[src/pkg/dac_pd_cfg.svh]
`ifndef DAC_PD_CFG_SVH
`define DAC_PD_CFG_SVH
`define FRAME_BITS 16
`define CODE_BITS 12
`define NUM_CH 8
`define CMD_WR_REG 4'h8
`define CMD_WR_THRU 4'h9
`define CMD_UPD 4'hA
`define CMD_CH1 4'hB
`define CMD_BCAST 4'hC
`define CMD_PD_HIZ 4'hD
`define CMD_PD_100K 4'hE
`define CMD_PD_2K5 4'hF
`define CODE_RESET 12'h000
`define CLK_NS 5
`define RECOVER_US 20
`define RECOVER_CYC ((`RECOVER_US * 1000) / `CLK_NS)
`endif

[src/pkg/dac_pd_pkg.sv]
package dac_pd_pkg;
  typedef enum logic [1:0] {
    TERM_ACTIVE = 2'b00,
    TERM_HIZ = 2'b01,
    TERM_100K = 2'b10,
    TERM_2K5 = 2'b11
  } term_t;
  typedef enum logic [0:0] {
    MODE_WR_REG = 1'b0,
    MODE_WR_THRU = 1'b1
  } wmode_t;
endpackage

[src/logic/dac_pd_ctrl.sv]
`timescale 1ns/100ps
`include "dac_pd_cfg.svh"
// Function
// RQ1: Reset clears holding and output registers
// RQ2: Outputs stay zero until data written
// RQ3: Nibbles 1101/1110/1111 select termination
// RQ4: Low eight bits select channels
// RQ5: Powered-down channel core and buffer off
// RQ6: Bias off only when all down
// RQ7: Power-down keeps register contents
// RQ8: Serial interface works during power-down
// RQ9: Recovery resumes with retained value
// RQ10: Recovery completes within 20 microseconds
// RQ11: Host idles link for lowest power
// RQ12: Channel write frames per mode
// RQ13: Output update ends power-down
module dac_pd_ctrl
  import dac_pd_pkg::*;
#(
  parameter int RECOVER_CYCLES = `RECOVER_CYC
) (
  // Clock, reset, enable
  input wire logic CLK,
  input wire logic NRST,
  input wire logic CE,
  // Serial link pins
  input wire logic SCLK,
  input wire logic SYNC_N,
  input wire logic DIN,
  // Channel state
  output logic [`NUM_CH*`CODE_BITS-1:0] HOLD_CODES,
  output logic [`NUM_CH*`CODE_BITS-1:0] OUT_CODES,
  output logic [`NUM_CH-1:0] CH_POWER_ON,
  output logic [`NUM_CH*2-1:0] CH_TERM,
  output logic [`NUM_CH-1:0] CH_RAMPING,
  output logic BIAS_EN,
  output logic DATA_VALID
);
  // The recovery counter is 16 bits wide
  if (RECOVER_CYCLES < 1 || RECOVER_CYCLES > 65535) begin : gen_bad_recover
    $error("RECOVER_CYCLES out of range");
  end

  localparam int NC = `NUM_CH;
  localparam int CB = `CODE_BITS;

  // Two-flop synchronisers; the second stage is read, and the third stage too for SCLK edge detection
  logic [2:0] s1_q, s2_q, s3_q;
  always_ff @(posedge CLK or negedge NRST) begin
    if (!NRST) begin
      s1_q <= 3'b010;
      s2_q <= 3'b010;
      s3_q <= 3'b010;
    end else if (CE) begin
      s1_q <= {DIN, SYNC_N, SCLK};
      s2_q <= s1_q;
      s3_q <= s2_q;
    end
  end
  wire sclk_s = s2_q[0];
  wire sync_s = s2_q[1];
  wire din_s = s2_q[2];
  // Data latched on falling SCLK edge while frame select is low
  wire fall = s3_q[0] & ~sclk_s;

  logic [`FRAME_BITS-1:0] sh_q;
  logic [4:0] cnt_q;
  logic frame_v_q;
  always_ff @(posedge CLK or negedge NRST) begin
    if (!NRST) begin
      sh_q <= 16'h0000;
      cnt_q <= 5'h00;
      frame_v_q <= 1'b0;
    end else if (CE) begin
      frame_v_q <= 1'b0;
      if (sync_s) begin
        cnt_q <= 5'h00;
      end else if (fall) begin
        sh_q <= {sh_q[`FRAME_BITS-2:0], din_s};
        // RQ8: shifting is independent of power state
        if (cnt_q == 5'(`FRAME_BITS - 1)) begin
          frame_v_q <= 1'b1;
          cnt_q <= 5'h00;
        end else begin
          cnt_q <= cnt_q + 5'h01;
        end
      end
    end
  end
  // Completed frame is the shift register one cycle after the last bit
  wire [3:0] command_nibble = sh_q[15:12];
  wire [CB-1:0] fcode = sh_q[CB-1:0];
  wire [2:0] fch = sh_q[14:12];

  function automatic logic [NC-1:0] onehot(input logic [2:0] idx);
    onehot = '0;
    onehot[idx] = 1'b1;
  endfunction

  wmode_t mode_q;
  always_ff @(posedge CLK or negedge NRST) begin
    if (!NRST) begin
      mode_q <= MODE_WR_REG;
    end else if (CE && frame_v_q) begin
      if (command_nibble == `CMD_WR_REG) mode_q <= MODE_WR_REG;
      else if (command_nibble == `CMD_WR_THRU) mode_q <= MODE_WR_THRU;
    end
  end

  // Per-frame decode: which holding registers load, which outputs update
  logic [NC-1:0] hold_wr, out_upd, pd_sel;
  logic [CB-1:0] wr_code;
  term_t pd_term;
  always_comb begin
    hold_wr = '0;
    out_upd = '0;
    pd_sel = '0;
    wr_code = fcode;
    pd_term = TERM_ACTIVE;
    if (frame_v_q) begin
      if (!command_nibble[3]) begin
        hold_wr = onehot(fch); // RQ12
        if (mode_q == MODE_WR_THRU) out_upd = onehot(fch); // RQ12
      end else begin
        case (command_nibble)
          `CMD_UPD: out_upd = sh_q[NC-1:0];
          `CMD_CH1: begin
            hold_wr = onehot(3'd0);
            out_upd = '1;
          end
          `CMD_BCAST: begin
            hold_wr = '1;
            out_upd = '1;
          end
          // RQ3 RQ4: bits 11..8 ignored, any channel mask allowed
          `CMD_PD_HIZ: begin
            pd_sel = sh_q[NC-1:0];
            pd_term = TERM_HIZ;
          end
          `CMD_PD_100K: begin
            pd_sel = sh_q[NC-1:0];
            pd_term = TERM_100K;
          end
          `CMD_PD_2K5: begin
            pd_sel = sh_q[NC-1:0];
            pd_term = TERM_2K5;
          end
          default: ;
        endcase
      end
    end
  end

  // Holding and output registers: never touched by power-down, only by writes
  logic [CB-1:0] hold_q [NC];
  logic [CB-1:0] out_q [NC];
  logic [1:0] term_q [NC];
  logic [15:0] rcnt_q [NC];
  logic valid_q;
  always_ff @(posedge CLK or negedge NRST) begin
    if (!NRST) begin
      for (int i = 0; i < NC; i++) begin
        hold_q[i] <= `CODE_RESET; // RQ1
        out_q[i] <= `CODE_RESET; // RQ1
      end
    end else if (CE) begin
      for (int i = 0; i < NC; i++) begin
        // RQ7 RQ8 RQ9: powered-down channels still load, never cleared
        if (hold_wr[i]) hold_q[i] <= wr_code;
        if (out_upd[i]) out_q[i] <= hold_wr[i] ? wr_code : hold_q[i];
      end
    end
  end

  // RQ2: outputs read as zero code until a first output update
  always_ff @(posedge CLK or negedge NRST) begin
    if (!NRST) valid_q <= 1'b0;
    else if (CE && |out_upd) valid_q <= 1'b1; // RQ2
  end

  always_ff @(posedge CLK or negedge NRST) begin
    if (!NRST) begin
      for (int i = 0; i < NC; i++) begin
        term_q[i] <= TERM_ACTIVE;
        rcnt_q[i] <= 16'h0000;
      end
    end else if (CE) begin
      for (int i = 0; i < NC; i++) begin
        if (pd_sel[i]) begin
          term_q[i] <= pd_term; // RQ3
          rcnt_q[i] <= 16'h0000;
        end else if (out_upd[i] && term_q[i] != TERM_ACTIVE) begin
          term_q[i] <= TERM_ACTIVE; // RQ13
          rcnt_q[i] <= 16'(RECOVER_CYCLES); // RQ10
        end else if (rcnt_q[i] != 16'h0000) begin
          rcnt_q[i] <= rcnt_q[i] - 16'h0001; // RQ10
        end
      end
    end
  end

  always_comb begin
    for (int i = 0; i < NC; i++) begin
      HOLD_CODES[i*CB +: CB] = hold_q[i];
      OUT_CODES[i*CB +: CB] = valid_q ? out_q[i] : `CODE_RESET;
      CH_POWER_ON[i] = (term_q[i] == TERM_ACTIVE); // RQ5
      CH_TERM[i*2 +: 2] = term_q[i];
      CH_RAMPING[i] = (rcnt_q[i] != 16'h0000);
    end
  end
  assign BIAS_EN = |CH_POWER_ON; // RQ6
  assign DATA_VALID = valid_q;

  // Independent count of ramp cycles on channel one, bounds the recovery time
  logic [15:0] ramp0_cyc_q;
  always_ff @(posedge CLK or negedge NRST) begin
    if (!NRST) begin
      ramp0_cyc_q <= 16'h0000;
    end else if (CE) begin
      if (!CH_RAMPING[0]) ramp0_cyc_q <= 16'h0000;
      else if (ramp0_cyc_q != 16'hFFFF) ramp0_cyc_q <= ramp0_cyc_q + 16'h0001;
    end
  end
endmodule

[config.mk]
export PLATFORM = sky130hd
export DESIGN_NAME = dac_pd_ctrl
export DESIGN_NICKNAME = d
export VERILOG_FILES = /design/src/pkg/dac_pd_pkg.sv /design/src/logic/dac_pd_ctrl.sv
export VERILOG_INCLUDE_DIRS = /design/src /design/src/pkg
export SDC_FILE = /design/constraint.sdc
export NUM_CORES = 1
export LEC_CHECK = 0
export BUFFER_PORTS_ARGS = -buffer_cell sky130_fd_sc_hd__clkbuf_2
export CORE_AREA = 5 5 179 181
export CTS_CLUSTER_SIZE = 12
export DETAILED_ROUTE_END_ITERATION = 7
export DIE_AREA = 0 0 184 186
export PLACE_DENSITY = 0.85
export SLEW_MARGIN = 15
export SYNTH_ARGS = -nofsm -noshare
export SYNTH_HDL_FRONTEND = slang
export SYNTH_SLANG_ARGS = --single-unit
[constraint.sdc]
create_clock -name CLK -period 3.4 [get_ports CLK]
set_input_delay 0 -clock CLK [delete_from_list [all_inputs] [get_ports CLK]]
set_output_delay 0 -clock CLK [all_outputs]
set_load 0.01 [all_outputs]
# Word level (Yosys, flattened, before mapping)

Index checks and enable logic that the tools add are counted.

Register bits after elaboration: 367
Input port bits: 6
Output and inout bits: 226
Word-level logic and storage cells: 226

Add/sub/neg operators: 9
Order comparisons: 2
Equality and inequality tests: 9
Muxes and demuxes: 79
Bitwise operators: 3
Reduce and logical (&&, ||, !) cells: 84

Operators by type and width:

| kind                    | number |
|---|---|
| $mux W16                | 24 |
| $mux W12                | 16 |
| $reduce_bool A16 Y1     | 8 |
| $sub A16 B1 Y16 const B | 8 |
| $mux W8                 | 8 |
| $reduce_and A2 Y1       | 26 |
| $mux W2                 | 18 |
| $reduce_bool A2 Y1      | 18 |
| $eq A4 B4 Y1 const B    | 8 |
| $pmux W8 S2             | 2 |
| $reduce_bool A3 Y1      | 8 |
| $logic_not A2 Y1        | 8 |
| $reduce_or A8 Y1        | 2 |
| $mux W5                 | 3 |
| $logic_and A1 B1 Y1     | 11 |
| $mux W1                 | 6 |
| $pmux W2 S3             | 1 |
| $add A5 B1 Y5 const B   | 1 |
| $eq A5 B4 Y1 const B    | 1 |
| $lt A3 B4 Y1 const B    | 1 |
| $demux W1 S3            | 1 |
| $ge A3 B1 Y1 const B    | 1 |
| $reduce_and A3 Y1       | 1 |
| $reduce_or A3 Y1        | 1 |
| 3 further kinds         | 4 |

# Depth between registers and ports, before layout

Word-level depth: 10
Depth in mapped cells: 10
Mapped depth without buffers: 8

# Worst setup path after synthesis

No wires, ideal clock.

Path kind: flip-flop to flip-flop
Start: register rcnt_q[74] (netlist name)
End: register rcnt_q[78] (netlist name)
Setup time: 69 ps
Data arrival time: 2,124 ps
Data required time: 3,331 ps
Slack: 1,207 ps
Stages on the path, launching flop included: 6
Buffers on the path: 0
Clock period less this slack: 2,193 ps
Path through: dfrtp_1 > or4_4 > or3_4 > or4_4 > or3_1 > nand3_1

Longest elaborated chain between the ends: 4
Elaborated cells on any way between the ends: 7
Those cells by class: add/sub: 1; mux: 3; reduce/logical: 3

Ends and longest elaborated chain:

| item                              | RTL line           | source |
|---|---|---|
| from (decl)                       | dac_pd_ctrl.sv:158 | `logic [15:0] rcnt_q [NC];` |
| from (signal, indexed assignment) | dac_pd_ctrl.sv:194 | `rcnt_q[i] <= 16'(RECOVER_CYCLES);` |
| from (signal, indexed assignment) | dac_pd_ctrl.sv:196 | `rcnt_q[i] <= rcnt_q[i] - 16'h0001;` |
| $sub A16 B1 Y16                   | dac_pd_ctrl.sv:196 |  |
| $mux W16                          | dac_pd_ctrl.sv:195 | `end else if (rcnt_q[i] != 16'h0000) begin` |
| $mux W16                          | dac_pd_ctrl.sv:192 | `end else if (out_upd[i] && term_q[i] != TERM_ACTIVE) begin` |
| $mux W16                          | dac_pd_ctrl.sv:189 | `if (pd_sel[i]) begin` |

Several ways; a longest one is shown, not always the timed one. The select of a mux whose other input is x is not followed.
A chain may end at the register's enable or synchronous reset.

# Final worst setup path

Start: register sh_q[13]
End: register rcnt_q[52] (netlist name)

Longest elaborated chain between the ends: 10
Elaborated cells on any way between the ends: 25
Those cells by class: order compare: 2; eq/ne: 6; mux: 11; reduce/logical: 6

Ends and longest elaborated chain:

| item                                                                      | RTL line           | source |
|---|---|---|
| from (decl)                                                               | dac_pd_ctrl.sv:66  | `` logic [`FRAME_BITS-1:0] sh_q; `` |
| from (signal assigned)                                                    | dac_pd_ctrl.sv:79  | `` sh_q <= {sh_q[`FRAME_BITS-2:0], din_s}; `` |
| $lt A3 B4 Y1 (implied by the code) / $ge A3 B1 Y1 (equally long branches) | dac_pd_ctrl.sv:97  | `onehot[idx] = 1'b1;` |
| $logic_and A1 B1 Y1 (implied by the code)                                 | dac_pd_ctrl.sv:97  |  |
| $mux W1 (implied by the code)                                             | dac_pd_ctrl.sv:97  |  |
| $demux W1 S3                                                              | dac_pd_ctrl.sv:97  |  |
| $mux W8                                                                   | dac_pd_ctrl.sv:123 | `if (mode_q == MODE_WR_THRU) out_upd = onehot(fch);` |
| $mux W8                                                                   | dac_pd_ctrl.sv:121 | `if (!command_nibble[3]) begin` |
| $mux W8                                                                   | dac_pd_ctrl.sv:120 | `if (frame_v_q) begin` |
| $logic_and A1 B1 Y1                                                       | dac_pd_ctrl.sv:192 |  |
| $reduce_bool A3 Y1 (no line) / $mux W16 (equally long branches)           | n/a                |  |
| $reduce_and A2 Y1 (no line) / $mux W16 (equally long branches)            | n/a                |  |

Several ways; a longest one is shown, not always the timed one.

==> flow_metrics.tcl <==
set metrics [dict create \
    outcome "finished, final reports clean" \
    antenna_left 0 \
    root_buffer "sky130_fd_sc_hd__clkbuf_16" \
    hold_ws_ns 0.162 \
    first_global_vias 15926 \
    rows 64 \
    grt_first_pass_wirelength_mm 84.9 \
    critical-path-slowest-cell "sky130_fd_sc_hd__o2111a_1" \
    fmaxAchievable_mhz 362 \
    cts.htree.levels 2 \
    rsz0062_at_grt "false" \
    first_iter_violations 1598 \
    nets 2134 \
    layout.filler_cells 2121 \
    critical_path_peak_fanout 20 \
    drc 0 \
    areaGrowthSynthToFinish_pct 15.5 \
    start_util 0.620 \
    syn_area_mm2 0.0188 \
    synth_largest_type_area_fraction 0.487 \
    count_of_flip_flops_with_a_built_in_enable_after_synthesis 0 \
    total_leakage_power_nw 10.4 \
    cp_common_cell "sky130_fd_sc_hd__nand2_1" \
    layout_worst_path_cycle_share 0.811 \
    synth.distinct_cells 80 \
    leading_cell_types_by_total_area_after_synthesis "sky130_fd_sc_hd__dfrtp_1 49%, sky130_fd_sc_hd__mux2i_1 5.3%, sky130_fd_sc_hd__mux2_2 5.2%" \
    multiInputGateArea_mm2 0.00897 \
    clk_path_buf_depth 3 \
    postSynthNetCount 1932 \
    tritoncts.num_buffers 40 \
    worst_ir_drop_vdd_uv 445 \
    core_area_mm2 0.0303 \
    cts_resized 0 \
    grt_max_degree 128 \
    ys_async_sr_fraction 1.00 \
    clk_pin_slew_worst_paths_ns 0.06 \
    routedWlPerCell_um 20.8 \
    synthesis.area_per_instance_um2 9.82 \
    cp_slowest_stage_delay_ns 0.72 \
    cp_cell_sequence "o2111a_1 -> nand2_1 -> o31ai_4 -> nand2_1 -> o211ai_1 -> o41ai_1" \
    power.density_cell_area_mw_per_mm2 571 \
    postPlaceCellArea_mm2 0.0203 \
    period_needed_ns 2.76 \
    crit_required_ns 3.80 \
    diodes 0 \
    cts.sink_count 367 \
    worst-setup-path-type "reg2reg" \
    register_area_share_after_synthesis 0.490 \
    worst_pin_slew_ns 1.05 \
    clk-insertion-delay-late_ns 0.55 \
    global_route.overflow_total 0 \
    final-seq-area_mm2 0.00919 \
    yosysWarnings 0 \
    grt_use_total 0.305 \
    dieWidth_um 184 \
    layout_commonest_cell "sky130_fd_sc_hd__dfrtp_1" \
    cap_viol_max_count 0 \
    timing_max_transition_violations_final 0 \
    tritoncts_clock_tree "built" \
    finish_stage_setup_viols 0 \
    final-hold-violation-count 0 \
    cp-end-kind "flop" \
    setup_tns_ns 0 \
    initial_antenna_violation_count 0 \
    final_cell_mix "364 x sky130_fd_sc_hd__dfrtp_1, 229 x sky130_fd_sc_hd__clkbuf_2, 164 x sky130_fd_sc_hd__nand2_1" \
    gp_congestion 0.909 \
    numPortBuffers 231 \
    timing.max_slew.rel_slack 0.297 \
    floorplan.die_area_mm2 0.0342 \
    worst-endpoint-arrival_ns 3.16 \
    layout-drive-gt1-share 0.210 \
    io_pins 232 \
    syn_inst 1909 \
    place_hpwl_mm 35.6 \
    avgViaCountPerCell 6.35 \
    finClkSkew_ns 0.0236 \
    startpoint_type "flop" \
    wirelength_mm 52.7 \
    final_cell_area_mm2 0.0217 \
    netlist.top_cell.by_area "sky130_fd_sc_hd__dfrtp_1" \
    yosys_register_bits 367 \
    yosys_most_used_dff "sky130_fd_sc_hd__dfrtp_1" \
    hold_class "in2async" \
    drt_pre_antenna_iters 6 \
    die_height_um 186 \
    route.vias.total 16090 \
]
## flip-flops by register name (all words and copies together) (netlist names)
name,flops
cnt_q,5
sh_q,16
s2_q,3
DATA_VALID,1
out_q,96
rcnt_q,128
s1_q,3
frame_v_q,1
mode_q,1
CH_TERM,16
s3_q,1
HOLD_CODES,96
## metal layers
metal / wire length, µm / global-route usage / vias to the layer above / part of all wire
met5: 0 / 0 / - / 0
met2: 25200 / 0.501 / 751 / 0.48
met3: 5320 / 0.0915 / 117 / 0.10
met4: 1440 / 0.0905 / 0 / 0.027
met1: 20800 / 0.395 / 7948 / 0.39
li1: - / - / 7274 / -
## logic make-up after synthesis
kind of cell	synth area share
fa+ha+maj	0.0113
simple gates	0.189
mux	0.124
flops	0.490
compound gates	0.151
xor+xnor	0.000934
buf+inv	0.0330
## worst max-delay path: cells and delay by family, from the launching register on
family,cells,cell delay (ns)
AND/OR/NAND/NOR,2,0.68
flip-flops,1,0.68
AO/OA/AOI/OAI,4,1.26
## area by class of cell
type | count | area share
inverters | 36 | 0.00624
clock buffers | 60 | 0.0552
flip-flops and latches | 367 | 0.424
repair buffers | 278 | 0.0732
well taps | 396 | 0.0229
multi-input cells | 1388 | 0.414
clock inverters | 8 | 0.00393
## synthesized netlist by cell type, drive strengths merged, types with 9 or more instances
cell type / instances
dfrtp: 365
nand2: 164
nor2: 153
o21ai: 153
mux2: 118
a21oi: 115
and2: 111
mux2i: 100
clkbuf: 84
nor3: 69
nand3: 50
inv: 36
buf: 33
nor4: 32
o31ai: 31
or3: 28
a31oi: 26
a21o: 21
ha: 17
nor3b: 17
o21a: 17
o22a: 14
a22o: 11
nand4: 11
a211oi: 9
nor2b: 9
## where the power goes
part | switching [mW] | internal, mW | total (mW)
Sequential | 0.746 | 4.94 | 5.69
Clock | 1.79 | 2.44 | 4.23
Combinational | 1.52 | 0.921 | 2.44
Total | 4.06 | 8.31 | 12.4
## metrics by stage
stage,worst slack [ns],std cells,power [mW],util
after global placement,0.874,2460,7.94,0.671
final,0.641,2533,12.4,0.715
after CTS,0.666,2533,12.3,0.715
after global routing,0.455,2533,12.9,0.715
after floorplan,1.21,1909,7.27,-
after detailed placement,0.735,2460,8.09,0.671
## repair_timing
item	in CTS	in global routing
setup buffers	0	0
hold endpoints to repair	129	0
hold buffers	5	0
## path summary, 6_finish.rpt
path                                  startpoint                    endpoint  slack [ns]  cells past startpoint
max in group asynchronous                   NRST  HOLD_CODES[82]$_DFFE_PN0P_        2.26                      3
hold reg to reg            out_q[25]$_DFFE_PN0P_       out_q[25]$_DFFE_PN0P_        0.47                      2
setup reg to reg            sh_q[13]$_DFFE_PN0P_      rcnt_q[52]$_DFFE_PN0P_        0.64                      6
hold / removal                              NRST      rcnt_q[86]$_DFFE_PN0P_        0.16                      2
setup / recovery            sh_q[13]$_DFFE_PN0P_      rcnt_q[52]$_DFFE_PN0P_        0.64                      6
min in group CLK                            SCLK         s1_q[0]$_DFFE_PN0P_        0.30                      3
(Power assumes the default switching activity.)
